**src/hw/asdec_defs.vh**
```
`ifndef ASDEC_DEFS_VH
`define ASDEC_DEFS_VH
`define SP_FREE1 8'h01
`define SP_FREE2 8'h02
`define SP_IODIAG 8'h07
`define SP_UINSTR 8'h08
`define SP_SDATA 8'h0B
`define SP_ITAG 8'h0C
`define SP_DDAT 8'h0F
`define SP_FLID_LO 8'h10
`define SP_FLID_HI 8'h14
`define SP_COPY 8'h17
`define SP_FLI_LO 8'h18
`define SP_FLI_HI 8'h1C
`define SP_FILL 8'h1F
`define SP_PASS_LO 8'h20
`define SP_PASS_HI 8'h2F
`define SP_FREE_LO 8'h30
`define SP_FREE_HI 8'h7F
`define CL_RSVD 4'h0
`define CL_FETCH 4'h1
`define CL_CDIAG 4'h2
`define CL_FLID 4'h3
`define CL_FLI 4'h4
`define CL_COPY 4'h5
`define CL_FILL 4'h6
`define CL_PASS 4'h7
`define CL_IODIAG 4'h8
`define CL_FREE 4'h9
`define FT_PAGE 3'h0
`define FT_SEG 3'h1
`define FT_REG 3'h2
`define FT_CTX 3'h3
`define FT_USER 3'h4
`define MASK_PAGE 32'hFFFFF000
`define MASK_SEG 32'hFFFC0000
`define MASK_REG 32'hFF000000
`define MASK_NONE 32'h00000000
`define TG_MEM 2'h0
`define TG_CDIAG 2'h1
`define TG_FLUSH 2'h2
`define TG_IODIAG 2'h3
`define OP_READ 3'h0
`define OP_WRITE 3'h1
`define OP_COPY_RD 3'h2
`define OP_COPY_WR 3'h3
`define OP_FILL 3'h4
`define OP_PROBE 3'h5
`define VA_DUAL 31
`define VA_PROBE 12
`define PA_HI_ZERO 4'h0
`define REG_CTRL 4'h0
`define REG_CTX 4'h4
`define REG_STAT 4'h8
`define REG_ERRCNT 4'hC
`define CTRL_COPY_INV 0
`define CTRL_FILL_UPD 1
`define CTRL_RESET 32'h00000003
`define STAT_BUSY 0
`define STAT_ARMED 1
`define RESP_OKAY 2'h0
`define RESP_SLVERR 2'h2
`endif

```
**src/hw/asdec_space_decode.v**
```verilog
`include "asdec_defs.vh"
module asdec_space_decode (
  // Space identifier in.
  input wire [7:0] space_id,
  // Function class out.
  output reg [3:0] space_class
);
  // Every identifier bit takes part in each comparison.
  always @* begin
    space_class = `CL_RSVD; // see RULE1 see RULE19
    if (space_id == `SP_IODIAG) begin
      space_class = `CL_IODIAG; // see RULE2
    end else if (space_id >= `SP_UINSTR && space_id <= `SP_SDATA) begin
      space_class = `CL_FETCH; // see RULE3
    end else if (space_id >= `SP_ITAG && space_id <= `SP_DDAT) begin
      space_class = `CL_CDIAG; // see RULE4 see RULE6 see RULE7 see RULE8
    end else if (space_id >= `SP_FLID_LO && space_id <= `SP_FLID_HI) begin
      space_class = `CL_FLID; // see RULE9
    end else if (space_id == `SP_COPY) begin
      space_class = `CL_COPY; // see RULE12
    end else if (space_id >= `SP_FLI_LO && space_id <= `SP_FLI_HI) begin
      space_class = `CL_FLI; // see RULE14
    end else if (space_id == `SP_FILL) begin
      space_class = `CL_FILL; // see RULE15
    end else if (space_id >= `SP_PASS_LO && space_id <= `SP_PASS_HI) begin
      space_class = `CL_PASS; // see RULE16
    end else if (space_id >= `SP_FREE_LO && space_id <= `SP_FREE_HI) begin
      space_class = `CL_FREE; // see RULE18
    end else if (space_id == `SP_FREE1 || space_id == `SP_FREE2) begin
      space_class = `CL_FREE;
    end
  end
endmodule

```
**src/hw/asdec_flush_fmt.v**
```verilog
`include "asdec_defs.vh"
module asdec_flush_fmt (
  // Flush type in.
  input wire [2:0] flush_type,
  // Compare criteria out.
  output reg [31:0] tag_mask,
  output reg need_sup_or_ctx,
  output reg need_user,
  output reg need_ctx
);
  // Turns a flush type into the terms a cache line must meet.
  always @* begin
    tag_mask = `MASK_NONE;
    need_sup_or_ctx = 1'b0;
    need_user = 1'b0;
    need_ctx = 1'b0;
    case (flush_type)
      `FT_PAGE: begin
        tag_mask = `MASK_PAGE; // see RULE10
        need_sup_or_ctx = 1'b1;
      end
      `FT_SEG: begin
        tag_mask = `MASK_SEG; // see RULE10
        need_sup_or_ctx = 1'b1;
      end
      `FT_REG: begin
        tag_mask = `MASK_REG; // see RULE10
        need_sup_or_ctx = 1'b1;
      end
      `FT_CTX: begin
        need_user = 1'b1; // see RULE11
        need_ctx = 1'b1;
      end
      `FT_USER: begin
        need_user = 1'b1; // see RULE11
      end
      default: begin
        tag_mask = `MASK_NONE;
      end
    endcase
  end
endmodule

```
**src/hw/asdec_dispatch.v**
```verilog
// Behaviour
// RULE1: Decode all eight identifier bits so no space aliases another.
// RULE2: Space 7 reads, writes or probes an I/O translation cache entry.
// RULE3: Spaces 8, 9, A, B are user/supervisor instruction and data spaces.
// RULE4: Space C reads or writes an instruction cache tag.
// RULE5: Address bits 3:2 pick a tag subfield, bit 31 a dual tag.
// RULE6: Space D reads or writes instruction cache data.
// RULE7: Space E reads or writes a data or combined cache tag.
// RULE8: Space F reads or writes data or combined cache data.
// RULE9: Stores to 10..14 flush one matching line from both caches.
// RULE10: Low identifier bits give flush type; page, segment, region tag widths.
// RULE11: Context type needs user line and context match; user type user only.
// RULE12: Block copy is a copy read followed by a copy write.
// RULE13: Copy source memory or cache; destination memory, data cache invalidated.
// RULE14: Stores to 18..1C flush one line from the instruction cache only.
// RULE15: Block fill sets a memory line; data cache line updated or invalidated.
// RULE16: Spaces 20..2F form physical address from identifier low bits and address.
// RULE17: Pass-through accesses leave referenced and modified bits untouched.
// RULE18: Spaces 30..7F have no function here and are left free.
// RULE19: Spaces 80..FF are reserved and get no function.
// RULE20: Loads to write-only spaces complete with no side effect.
`include "asdec_defs.vh"
module asdec_dispatch #(
  parameter CTX_W = 8,
  parameter ERRCNT_W = 16
) (
  // Clock and reset.
  input wire aclk,
  input wire aresetn,
  // AXI4-Lite register slave.
  input wire s_axi_awvalid,
  output wire s_axi_awready,
  input wire [3:0] s_axi_awaddr,
  input wire s_axi_wvalid,
  output wire s_axi_wready,
  input wire [31:0] s_axi_wdata,
  input wire [3:0] s_axi_wstrb,
  output wire s_axi_bvalid,
  input wire s_axi_bready,
  output wire [1:0] s_axi_bresp,
  input wire s_axi_arvalid,
  output wire s_axi_arready,
  input wire [3:0] s_axi_araddr,
  output wire s_axi_rvalid,
  input wire s_axi_rready,
  output wire [31:0] s_axi_rdata,
  output wire [1:0] s_axi_rresp,
  // Alternate-space requests from the core.
  input wire req_valid,
  output wire req_ready,
  input wire [7:0] req_space_id,
  input wire [31:0] req_vaddr,
  input wire req_write,
  input wire [31:0] req_wdata,
  // Answers to the core.
  output wire rsp_valid,
  output wire [31:0] rsp_rdata,
  output wire rsp_err,
  // Operation towards caches, translation caches and memory.
  output wire dn_valid,
  input wire dn_ready,
  output wire [1:0] dn_target,
  output wire [2:0] dn_op,
  output wire [35:0] dn_paddr,
  output wire [31:0] dn_wdata,
  output wire dn_translate,
  output wire dn_supervisor,
  output wire dn_instr,
  output wire dn_no_refmod,
  output wire [1:0] dn_cache_sel,
  output wire [1:0] dn_tag_sub,
  output wire dn_tag_dual,
  output wire dn_flush_icache,
  output wire dn_flush_dcache,
  output wire [2:0] dn_flush_type,
  output wire [CTX_W-1:0] dn_context,
  output wire [31:0] dn_tag_mask,
  output wire dn_need_sup_or_ctx,
  output wire dn_need_user,
  output wire dn_need_ctx,
  output wire dn_dc_inval,
  output wire dn_dc_update,
  // Completion from the far side.
  input wire dn_done,
  input wire [31:0] dn_rdata,
  input wire dn_err
);
  localparam ST_IDLE = 2'h0;
  localparam ST_ISSUE = 2'h1;
  localparam ST_WAIT = 2'h2;
  localparam ST_RESP = 2'h3;

  function [31:0] strb_merge;
    input [31:0] old_v;
    input [31:0] new_v;
    input [3:0] strb;
    integer i;
    begin
      strb_merge = old_v;
      for (i = 0; i < 4; i = i + 1) begin
        if (strb[i]) begin
          strb_merge[i*8 +: 8] = new_v[i*8 +: 8];
        end
      end
    end
  endfunction

  wire [3:0] space_class;
  wire [31:0] fl_mask;
  wire fl_sup_or_ctx;
  wire fl_user;
  wire fl_ctx;

  asdec_space_decode u_decode (
    .space_id(req_space_id),
    .space_class(space_class)
  );

  asdec_flush_fmt u_flush (
    .flush_type(req_space_id[2:0]),
    .tag_mask(fl_mask),
    .need_sup_or_ctx(fl_sup_or_ctx),
    .need_user(fl_user),
    .need_ctx(fl_ctx)
  );

  reg [1:0] state_q;
  reg [31:0] ctrl_q;
  reg [CTX_W-1:0] ctx_q;
  reg [ERRCNT_W-1:0] errcnt_q;
  reg armed_q;
  reg [31:0] rsp_rdata_q;
  reg rsp_err_q;
  reg [1:0] target_q;
  reg [2:0] op_q;
  reg [35:0] paddr_q;
  reg [31:0] wdata_q;
  reg translate_q;
  reg supervisor_q;
  reg instr_q;
  reg no_refmod_q;
  reg [1:0] cache_sel_q;
  reg [1:0] tag_sub_q;
  reg tag_dual_q;
  reg flush_i_q;
  reg flush_d_q;
  reg [2:0] flush_type_q;
  reg [CTX_W-1:0] context_q;
  reg [31:0] tag_mask_q;
  reg need_soc_q;
  reg need_user_q;
  reg need_ctx_q;
  reg dc_inval_q;
  reg dc_update_q;

  wire accept = req_valid && state_q == ST_IDLE;
  reg go_d;
  reg err_d;

  // Requests that do nothing but answer, with or without error.
  always @* begin
    go_d = 1'b1;
    err_d = 1'b0;
    case (space_class)
      `CL_FLID, `CL_FLI, `CL_FILL: begin
        go_d = req_write; // see RULE20
      end
      `CL_COPY: begin
        go_d = !req_write || armed_q; // see RULE12
        err_d = req_write && !armed_q;
      end
      `CL_FREE, `CL_RSVD: begin
        go_d = 1'b0; // see RULE18 see RULE19
        err_d = 1'b1;
      end
      default: begin
        go_d = 1'b1;
      end
    endcase
  end

  wire err_evt = accept && err_d;

  // Request sequencing and operation build-up.
  always @(posedge aclk) begin
    if (!aresetn) begin
      state_q <= ST_IDLE;
      rsp_rdata_q <= 32'h00000000;
      rsp_err_q <= 1'b0;
      target_q <= `TG_MEM;
      op_q <= `OP_READ;
      paddr_q <= 36'h000000000;
      wdata_q <= 32'h00000000;
      translate_q <= 1'b0;
      supervisor_q <= 1'b0;
      instr_q <= 1'b0;
      no_refmod_q <= 1'b0;
      cache_sel_q <= 2'h0;
      tag_sub_q <= 2'h0;
      tag_dual_q <= 1'b0;
      flush_i_q <= 1'b0;
      flush_d_q <= 1'b0;
      flush_type_q <= `FT_PAGE;
      context_q <= {CTX_W{1'b0}};
      tag_mask_q <= `MASK_NONE;
      need_soc_q <= 1'b0;
      need_user_q <= 1'b0;
      need_ctx_q <= 1'b0;
      dc_inval_q <= 1'b0;
      dc_update_q <= 1'b0;
    end else begin
      case (state_q)
        ST_IDLE: begin
          if (req_valid) begin
            rsp_rdata_q <= 32'h00000000;
            rsp_err_q <= err_d;
            state_q <= go_d ? ST_ISSUE : ST_RESP;
            paddr_q <= {`PA_HI_ZERO, req_vaddr};
            wdata_q <= req_wdata;
            op_q <= req_write ? `OP_WRITE : `OP_READ;
            target_q <= `TG_MEM;
            translate_q <= 1'b0;
            supervisor_q <= req_space_id[0];
            instr_q <= 1'b0;
            no_refmod_q <= 1'b0;
            cache_sel_q <= req_space_id[1:0];
            tag_sub_q <= req_vaddr[3:2]; // see RULE5
            tag_dual_q <= req_vaddr[`VA_DUAL]; // see RULE5
            flush_i_q <= 1'b0;
            flush_d_q <= 1'b0;
            flush_type_q <= req_space_id[2:0]; // see RULE10
            context_q <= ctx_q; // see RULE11
            tag_mask_q <= fl_mask;
            need_soc_q <= fl_sup_or_ctx;
            need_user_q <= fl_user;
            need_ctx_q <= fl_ctx;
            dc_inval_q <= 1'b0;
            dc_update_q <= 1'b0;
            case (space_class)
              `CL_FETCH: begin
                translate_q <= 1'b1; // see RULE3
                instr_q <= !req_space_id[1];
              end
              `CL_CDIAG: begin
                target_q <= `TG_CDIAG; // see RULE4 see RULE6 see RULE7 see RULE8
              end
              `CL_IODIAG: begin
                target_q <= `TG_IODIAG; // see RULE2
                if (!req_write && req_vaddr[`VA_PROBE]) begin
                  op_q <= `OP_PROBE;
                end
              end
              `CL_FLID: begin
                target_q <= `TG_FLUSH; // see RULE9
                flush_i_q <= 1'b1;
                flush_d_q <= 1'b1;
              end
              `CL_FLI: begin
                target_q <= `TG_FLUSH; // see RULE14
                flush_i_q <= 1'b1;
              end
              `CL_COPY: begin
                op_q <= req_write ? `OP_COPY_WR : `OP_COPY_RD; // see RULE12
                dc_inval_q <= req_write && ctrl_q[`CTRL_COPY_INV]; // see RULE13
              end
              `CL_FILL: begin
                op_q <= `OP_FILL; // see RULE15
                dc_update_q <= ctrl_q[`CTRL_FILL_UPD];
                dc_inval_q <= !ctrl_q[`CTRL_FILL_UPD];
              end
              `CL_PASS: begin
                paddr_q <= {req_space_id[3:0], req_vaddr}; // see RULE16
                no_refmod_q <= 1'b1; // see RULE17
              end
              default: begin
                target_q <= `TG_MEM;
              end
            endcase
          end
        end
        ST_ISSUE: begin
          if (dn_ready) begin
            state_q <= ST_WAIT;
          end
        end
        ST_WAIT: begin
          if (dn_done) begin
            rsp_rdata_q <= dn_rdata;
            rsp_err_q <= dn_err;
            state_q <= ST_RESP;
          end
        end
        ST_RESP: begin
          state_q <= ST_IDLE;
        end
        default: begin
          state_q <= ST_IDLE;
        end
      endcase
    end
  end

  // A copy read arms the copy write; the write disarms it.
  always @(posedge aclk) begin
    if (!aresetn) begin
      armed_q <= 1'b0;
    end else if (state_q == ST_WAIT && dn_done && target_q == `TG_MEM) begin
      if (op_q == `OP_COPY_RD && !dn_err) begin
        armed_q <= 1'b1; // see RULE12 see RULE13
      end else if (op_q == `OP_COPY_WR) begin
        armed_q <= 1'b0;
      end
    end
  end

  // AXI4-Lite slave, one write and one read at a time.
  reg aw_q;
  reg w_q;
  reg [3:0] awaddr_q;
  reg [31:0] axi_wdata_q;
  reg [3:0] wstrb_q;
  reg bvalid_q;
  reg [1:0] bresp_q;
  reg rvalid_q;
  reg [31:0] rdata_q;
  reg [1:0] rresp_q;
  wire wr_go = aw_q && w_q && !bvalid_q;
  wire errcnt_clr = wr_go && awaddr_q == `REG_ERRCNT;
  wire [31:0] ctx_merge = strb_merge({{(32-CTX_W){1'b0}}, ctx_q}, axi_wdata_q, wstrb_q);

  always @(posedge aclk) begin
    if (!aresetn) begin
      aw_q <= 1'b0;
      w_q <= 1'b0;
      awaddr_q <= 4'h0;
      axi_wdata_q <= 32'h00000000;
      wstrb_q <= 4'h0;
      bvalid_q <= 1'b0;
      bresp_q <= `RESP_OKAY;
      ctrl_q <= `CTRL_RESET;
      ctx_q <= {CTX_W{1'b0}};
    end else begin
      if (s_axi_awvalid && s_axi_awready) begin
        aw_q <= 1'b1;
        awaddr_q <= s_axi_awaddr;
      end
      if (s_axi_wvalid && s_axi_wready) begin
        w_q <= 1'b1;
        axi_wdata_q <= s_axi_wdata;
        wstrb_q <= s_axi_wstrb;
      end
      if (wr_go) begin
        aw_q <= 1'b0;
        w_q <= 1'b0;
        bvalid_q <= 1'b1;
        bresp_q <= `RESP_OKAY;
        case (awaddr_q)
          `REG_CTRL: ctrl_q <= strb_merge(ctrl_q, axi_wdata_q, wstrb_q);
          `REG_CTX: ctx_q <= ctx_merge[CTX_W-1:0];
          `REG_STAT, `REG_ERRCNT: bresp_q <= `RESP_OKAY;
          default: bresp_q <= `RESP_SLVERR;
        endcase
      end else if (bvalid_q && s_axi_bready) begin
        bvalid_q <= 1'b0;
      end
    end
  end

  // Error counter; an error in the clearing cycle still counts.
  always @(posedge aclk) begin
    if (!aresetn) begin
      errcnt_q <= {ERRCNT_W{1'b0}};
    end else if (errcnt_clr) begin
      errcnt_q <= err_evt ? {{(ERRCNT_W-1){1'b0}}, 1'b1} : {ERRCNT_W{1'b0}};
    end else if (err_evt) begin
      errcnt_q <= errcnt_q + {{(ERRCNT_W-1){1'b0}}, 1'b1};
    end
  end

  always @(posedge aclk) begin
    if (!aresetn) begin
      rvalid_q <= 1'b0;
      rdata_q <= 32'h00000000;
      rresp_q <= `RESP_OKAY;
    end else if (s_axi_arvalid && !rvalid_q) begin
      rvalid_q <= 1'b1;
      rresp_q <= `RESP_OKAY;
      rdata_q <= 32'h00000000;
      case (s_axi_araddr)
        `REG_CTRL: rdata_q <= ctrl_q;
        `REG_CTX: rdata_q <= {{(32-CTX_W){1'b0}}, ctx_q};
        `REG_STAT: begin
          rdata_q[`STAT_BUSY] <= state_q != ST_IDLE;
          rdata_q[`STAT_ARMED] <= armed_q;
        end
        `REG_ERRCNT: rdata_q <= {{(32-ERRCNT_W){1'b0}}, errcnt_q};
        default: rresp_q <= `RESP_SLVERR;
      endcase
    end else if (rvalid_q && s_axi_rready) begin
      rvalid_q <= 1'b0;
    end
  end

  assign s_axi_awready = !aw_q && !bvalid_q;
  assign s_axi_wready = !w_q && !bvalid_q;
  assign s_axi_bvalid = bvalid_q;
  assign s_axi_bresp = bresp_q;
  assign s_axi_arready = !rvalid_q;
  assign s_axi_rvalid = rvalid_q;
  assign s_axi_rdata = rdata_q;
  assign s_axi_rresp = rresp_q;

  assign req_ready = state_q == ST_IDLE;
  assign rsp_valid = state_q == ST_RESP;
  assign rsp_rdata = rsp_rdata_q;
  assign rsp_err = rsp_err_q;
  assign dn_valid = state_q == ST_ISSUE;
  assign dn_target = target_q;
  assign dn_op = op_q;
  assign dn_paddr = paddr_q;
  assign dn_wdata = wdata_q;
  assign dn_translate = translate_q;
  assign dn_supervisor = supervisor_q;
  assign dn_instr = instr_q;
  assign dn_no_refmod = no_refmod_q;
  assign dn_cache_sel = cache_sel_q;
  assign dn_tag_sub = tag_sub_q;
  assign dn_tag_dual = tag_dual_q;
  assign dn_flush_icache = flush_i_q;
  assign dn_flush_dcache = flush_d_q;
  assign dn_flush_type = flush_type_q;
  assign dn_context = context_q;
  assign dn_tag_mask = tag_mask_q;
  assign dn_need_sup_or_ctx = need_soc_q;
  assign dn_need_user = need_user_q;
  assign dn_need_ctx = need_ctx_q;
  assign dn_dc_inval = dc_inval_q;
  assign dn_dc_update = dc_update_q;
endmodule

```
**config.mk**
```make
export PLATFORM = sky130hd
export DESIGN_NAME = asdec_dispatch
export DESIGN_NICKNAME = d
export VERILOG_FILES = /design/src/hw/asdec_space_decode.v /design/src/hw/asdec_flush_fmt.v /design/src/hw/asdec_dispatch.v
export VERILOG_INCLUDE_DIRS = /design/src /design/src/hw
export SDC_FILE = /design/constraint.sdc
export NUM_CORES = 1
export LEC_CHECK = 0
export BUFFER_PORTS_ARGS = -buffer_cell sky130_fd_sc_hd__buf_2
export CAP_MARGIN = 25
export CORE_AREA = 5 5 124 173
export DETAILED_ROUTE_END_ITERATION = 6
export DIE_AREA = 0 0 129 178
export PLACE_DENSITY_LB_ADDON = 0.3
export SYNTH_ARGS = -nofsm -noshare
export SYNTH_HDL_FRONTEND = slang
export SYNTH_SLANG_ARGS = --single-unit
```
**constraint.sdc**
```tcl
create_clock -name aclk -period 5.1 [get_ports aclk]
set_input_delay 1.02 -clock aclk [delete_from_list [all_inputs] [get_ports aclk]]
set_output_delay 1.02 -clock aclk [all_outputs]
set_load 0.05 [all_outputs]
```
==> flow_metrics.env <==
export IMPL_cts_path_max_buffers=3
export IMPL_cp_arrival_ps=3280
export IMPL_cp_cell_sequence="buf_2 -> xor2_1 -> a211oi_1 -> o31ai_1 -> a21oi_2 -> buf_8 -> or4_1 -> a21oi_1"
export IMPL_synth_top_area_frac=0.5145
export IMPL_portBuffers=354
export IMPL_numCtsBuffers=25
export IMPL_syn_to_final_growth_pct=24.51
export IMPL_leakage_nw=5.707
export IMPL_row_count=61
export IMPL_finalWeightedCongestion=0.8297
export IMPL_whs_ps=449.4
export IMPL_critical_path_required_ps=5540
export IMPL_grt_setup_unrepaired="no"
export IMPL_min_period_over_period=0.5577
export IMPL_worst_r2r_setup_slack_ps=2390
export IMPL_start_util=0.5276
export IMPL_synth_edf_count=0
export IMPL_cts_tree="built"
export IMPL_die_h_um=178
export IMPL_dp_hpwl_um=21060
export IMPL_drt_first_iter_violations=584
export IMPL_htreeDepth=1
export IMPL_pin_count=369
export IMPL_async_reset_ff_frac=0
export IMPL_hold_buffers=0
export IMPL_grt_pass1_wl_um=45510
export IMPL_vias=9776
export IMPL_hold_path_class="reg2reg"
export IMPL_synthDistinctLibCells=55
export IMPL_routed_wl_um=29900
export IMPL_drc=0
export IMPL_ys_ff_latch=267
export IMPL_yosysWarnings=0
export IMPL_critPathSlowestCell="o31ai_1"
export IMPL_drv_cap=0
export IMPL_ir_drop_mv=0.2565
export IMPL_yosysSeqAreaShare=0.5145
export IMPL_grt_pass1_vias=9019
export IMPL_post_cts_resized=0
export IMPL_ys_top_cells_by_area="dfxtp_1 (51%), nand2_1 (11%), a21oi_1 (8.5%)"
export IMPL_grt_overflow=0
export IMPL_cts_sinks=267
export IMPL_clock_root_buffer="clkbuf_16"
export IMPL_die_x_um=129
export IMPL_tns_ps=0
export IMPL_relSlewSlack=0.3891
export IMPL_cpPeakStageDelay_ps=520
export IMPL_dr_pass1_iters=6
export IMPL_synthTopCellsByCount="nand2_1 (291), dfxtp_1 (267), a21oi_1 (176)"
export IMPL_dominantRegCellSynth="dfxtp_1"
export IMPL_clock_latency_ps=510
export IMPL_cp_num_buf_inv=2
export IMPL_crit_family="compound AO/OA/AOI/OAI gates"
export IMPL_worstSetupPathType="in2reg"
export IMPL_final_nets=1701
export IMPL_ant_nets=0
export IMPL_core_area_um2=19690
export IMPL_hold_viol_final=0
export IMPL_cp_end_kind="flop"
export IMPL_syn_area_per_cell_um2=8.265
export IMPL_routedWlPerCell_um=16.54
export IMPL_synthesis_area_um2=10390
export IMPL_post_cts_setup_buffer_count=0
export IMPL_grt_max_degree=152
export IMPL_slew_violations=0
export IMPL_setup_violations=0
export IMPL_yosysTopAreaCell="dfxtp_1"
export IMPL_period_needed_ps=2845
export IMPL_worstMarginPinSlew_ps=909.4
export IMPL_status="completed"
export IMPL_fp_dieArea_um2=22960
export IMPL_cts_clk_slew_worst_paths_ps=70
export IMPL_fin_skew_ps=14.82
export IMPL_gr_usage_all_layers=0.2399
export IMPL_synthMostInstantiatedCell="nand2_1"
export IMPL_critPathLaunchType="primary input"
export IMPL_netlist_instances=1257
export IMPL_fmax_mhz=351.6
export IMPL_critPathMaxFanout=28
export IMPL_avgViaCountPerCell=5.407
export IMPL_antenna_found_initial=2
export IMPL_total_power_w=0.005803
export IMPL_drive_gt1_frac=0.2709
export IMPL_power_density_nw_per_um2=448.6
## kinds of logic (layout without fill, tap and decap cells)
| family | after synthesis | count (layout) | share of synthesized area |
|---|---|---|---|
| fa+ha+maj | 5 | 5 | 0.006022 |
| flops | 267 | 267 | 0.5145 |
| mux | 21 | 21 | 0.02264 |
| simple gates | 511 | 511 | 0.2073 |
| compound gates | 311 | 311 | 0.1823 |
| other cells | 1 | 16 | 0.0003610 |
| buf+inv | 139 | 423 | 0.06516 |
| xor+xnor | 2 | 2 | 0.001686 |
## area by class of cell
class,count,area [µm²]
Clock inverter,10,136.4
Timing Repair Buffer,367,1933
Clock buffer,35,713.2
Sequential cell,267,5345
Tap cell,252,315.3
Inverter,11,46.29
Fill cell,1701,6756
Multi-Input combinational cell,864,4441
Antenna cell,2,5.005
## per-layer routing
metal  wire (µm)  GRT usage  part of all wire
met1       11540     0.2975              0.39
met2       14850     0.4131              0.50
met3        2593    0.05422             0.087
met4         916    0.07443             0.031
met5           7          0           0.00023
## tightest hold or removal path, stage by stage (launching register included)
cell and delay (ps):
dfxtp_1 300, nand2_1 50, a21oi_1 50
## where the power goes
| group | internal (W) | switching (W) |
|---|---|---|
| sequential | 0.00225 | 0.0000944 |
| combinational | 0.000363 | 0.00119 |
| clock | 0.00113 | 0.000783 |
| total | 0.00374 | 0.00206 |
## cells in the final DEF (no fill, tap or decap), drive strengths merged, types with 2 or more instances in the layout
master and n:
a211oi 4, a21o 5, a21oi 177, a22o 8
a22oi 70, a31oi 3, and2 5, and3 2
and4 2, buf 367, bufinv 3, clkbuf 35
clkinv 6, conb 14, dfxtp 267, diode 2
ha 5, inv 12, mux2i 19, mux4 2
nand2 291, nand2b 5, nand3 45, nand3b 5
nand4 4, nor2 112, nor2b 4, nor3 12
nor3b 2, nor4 2, o211ai 3, o21a 2
o21ai 17, o31ai 11, o41ai 2, or3 4
or4 13
## registers in the layout (all words and copies together) (netlist names), 8 cells and up
register and count:
s_axi_rdata 32, axi_wdata_q 32, ctx_q 8, errcnt_q 16, dn_paddr 36, dn_wdata 32
rsp_rdata 32, ctrl_q 32, dn_context 8
## final timing paths
| path | startpoint | endpoint | depth (start not counted) |
|---|---|---|---|
| hold reg to reg | dn_wdata[0] | dn_wdata[0] | 2 |
| setup reg to reg | state_q[0] | errcnt_q[10] | 6 |
| setup / recovery | req_space_id[1] | errcnt_q[10] | 8 |
| hold / removal | dn_wdata[0] | dn_wdata[0] | 2 |
## stage by stage
stage          area, µm²  std cells  worst slack, ps  utilization
2_1_floorplan      10440       1270             2164            -
3_3_place_gp       11990       1756             1586       0.6090
3_5_place_dp       12040       1759             1484       0.6113
4_1_cts            12890       1804             2027       0.6545
5_1_grt            12930       1807             2117       0.6568
6_report           12930       1808             2255       0.6569
(Power assumes the default switching activity.)
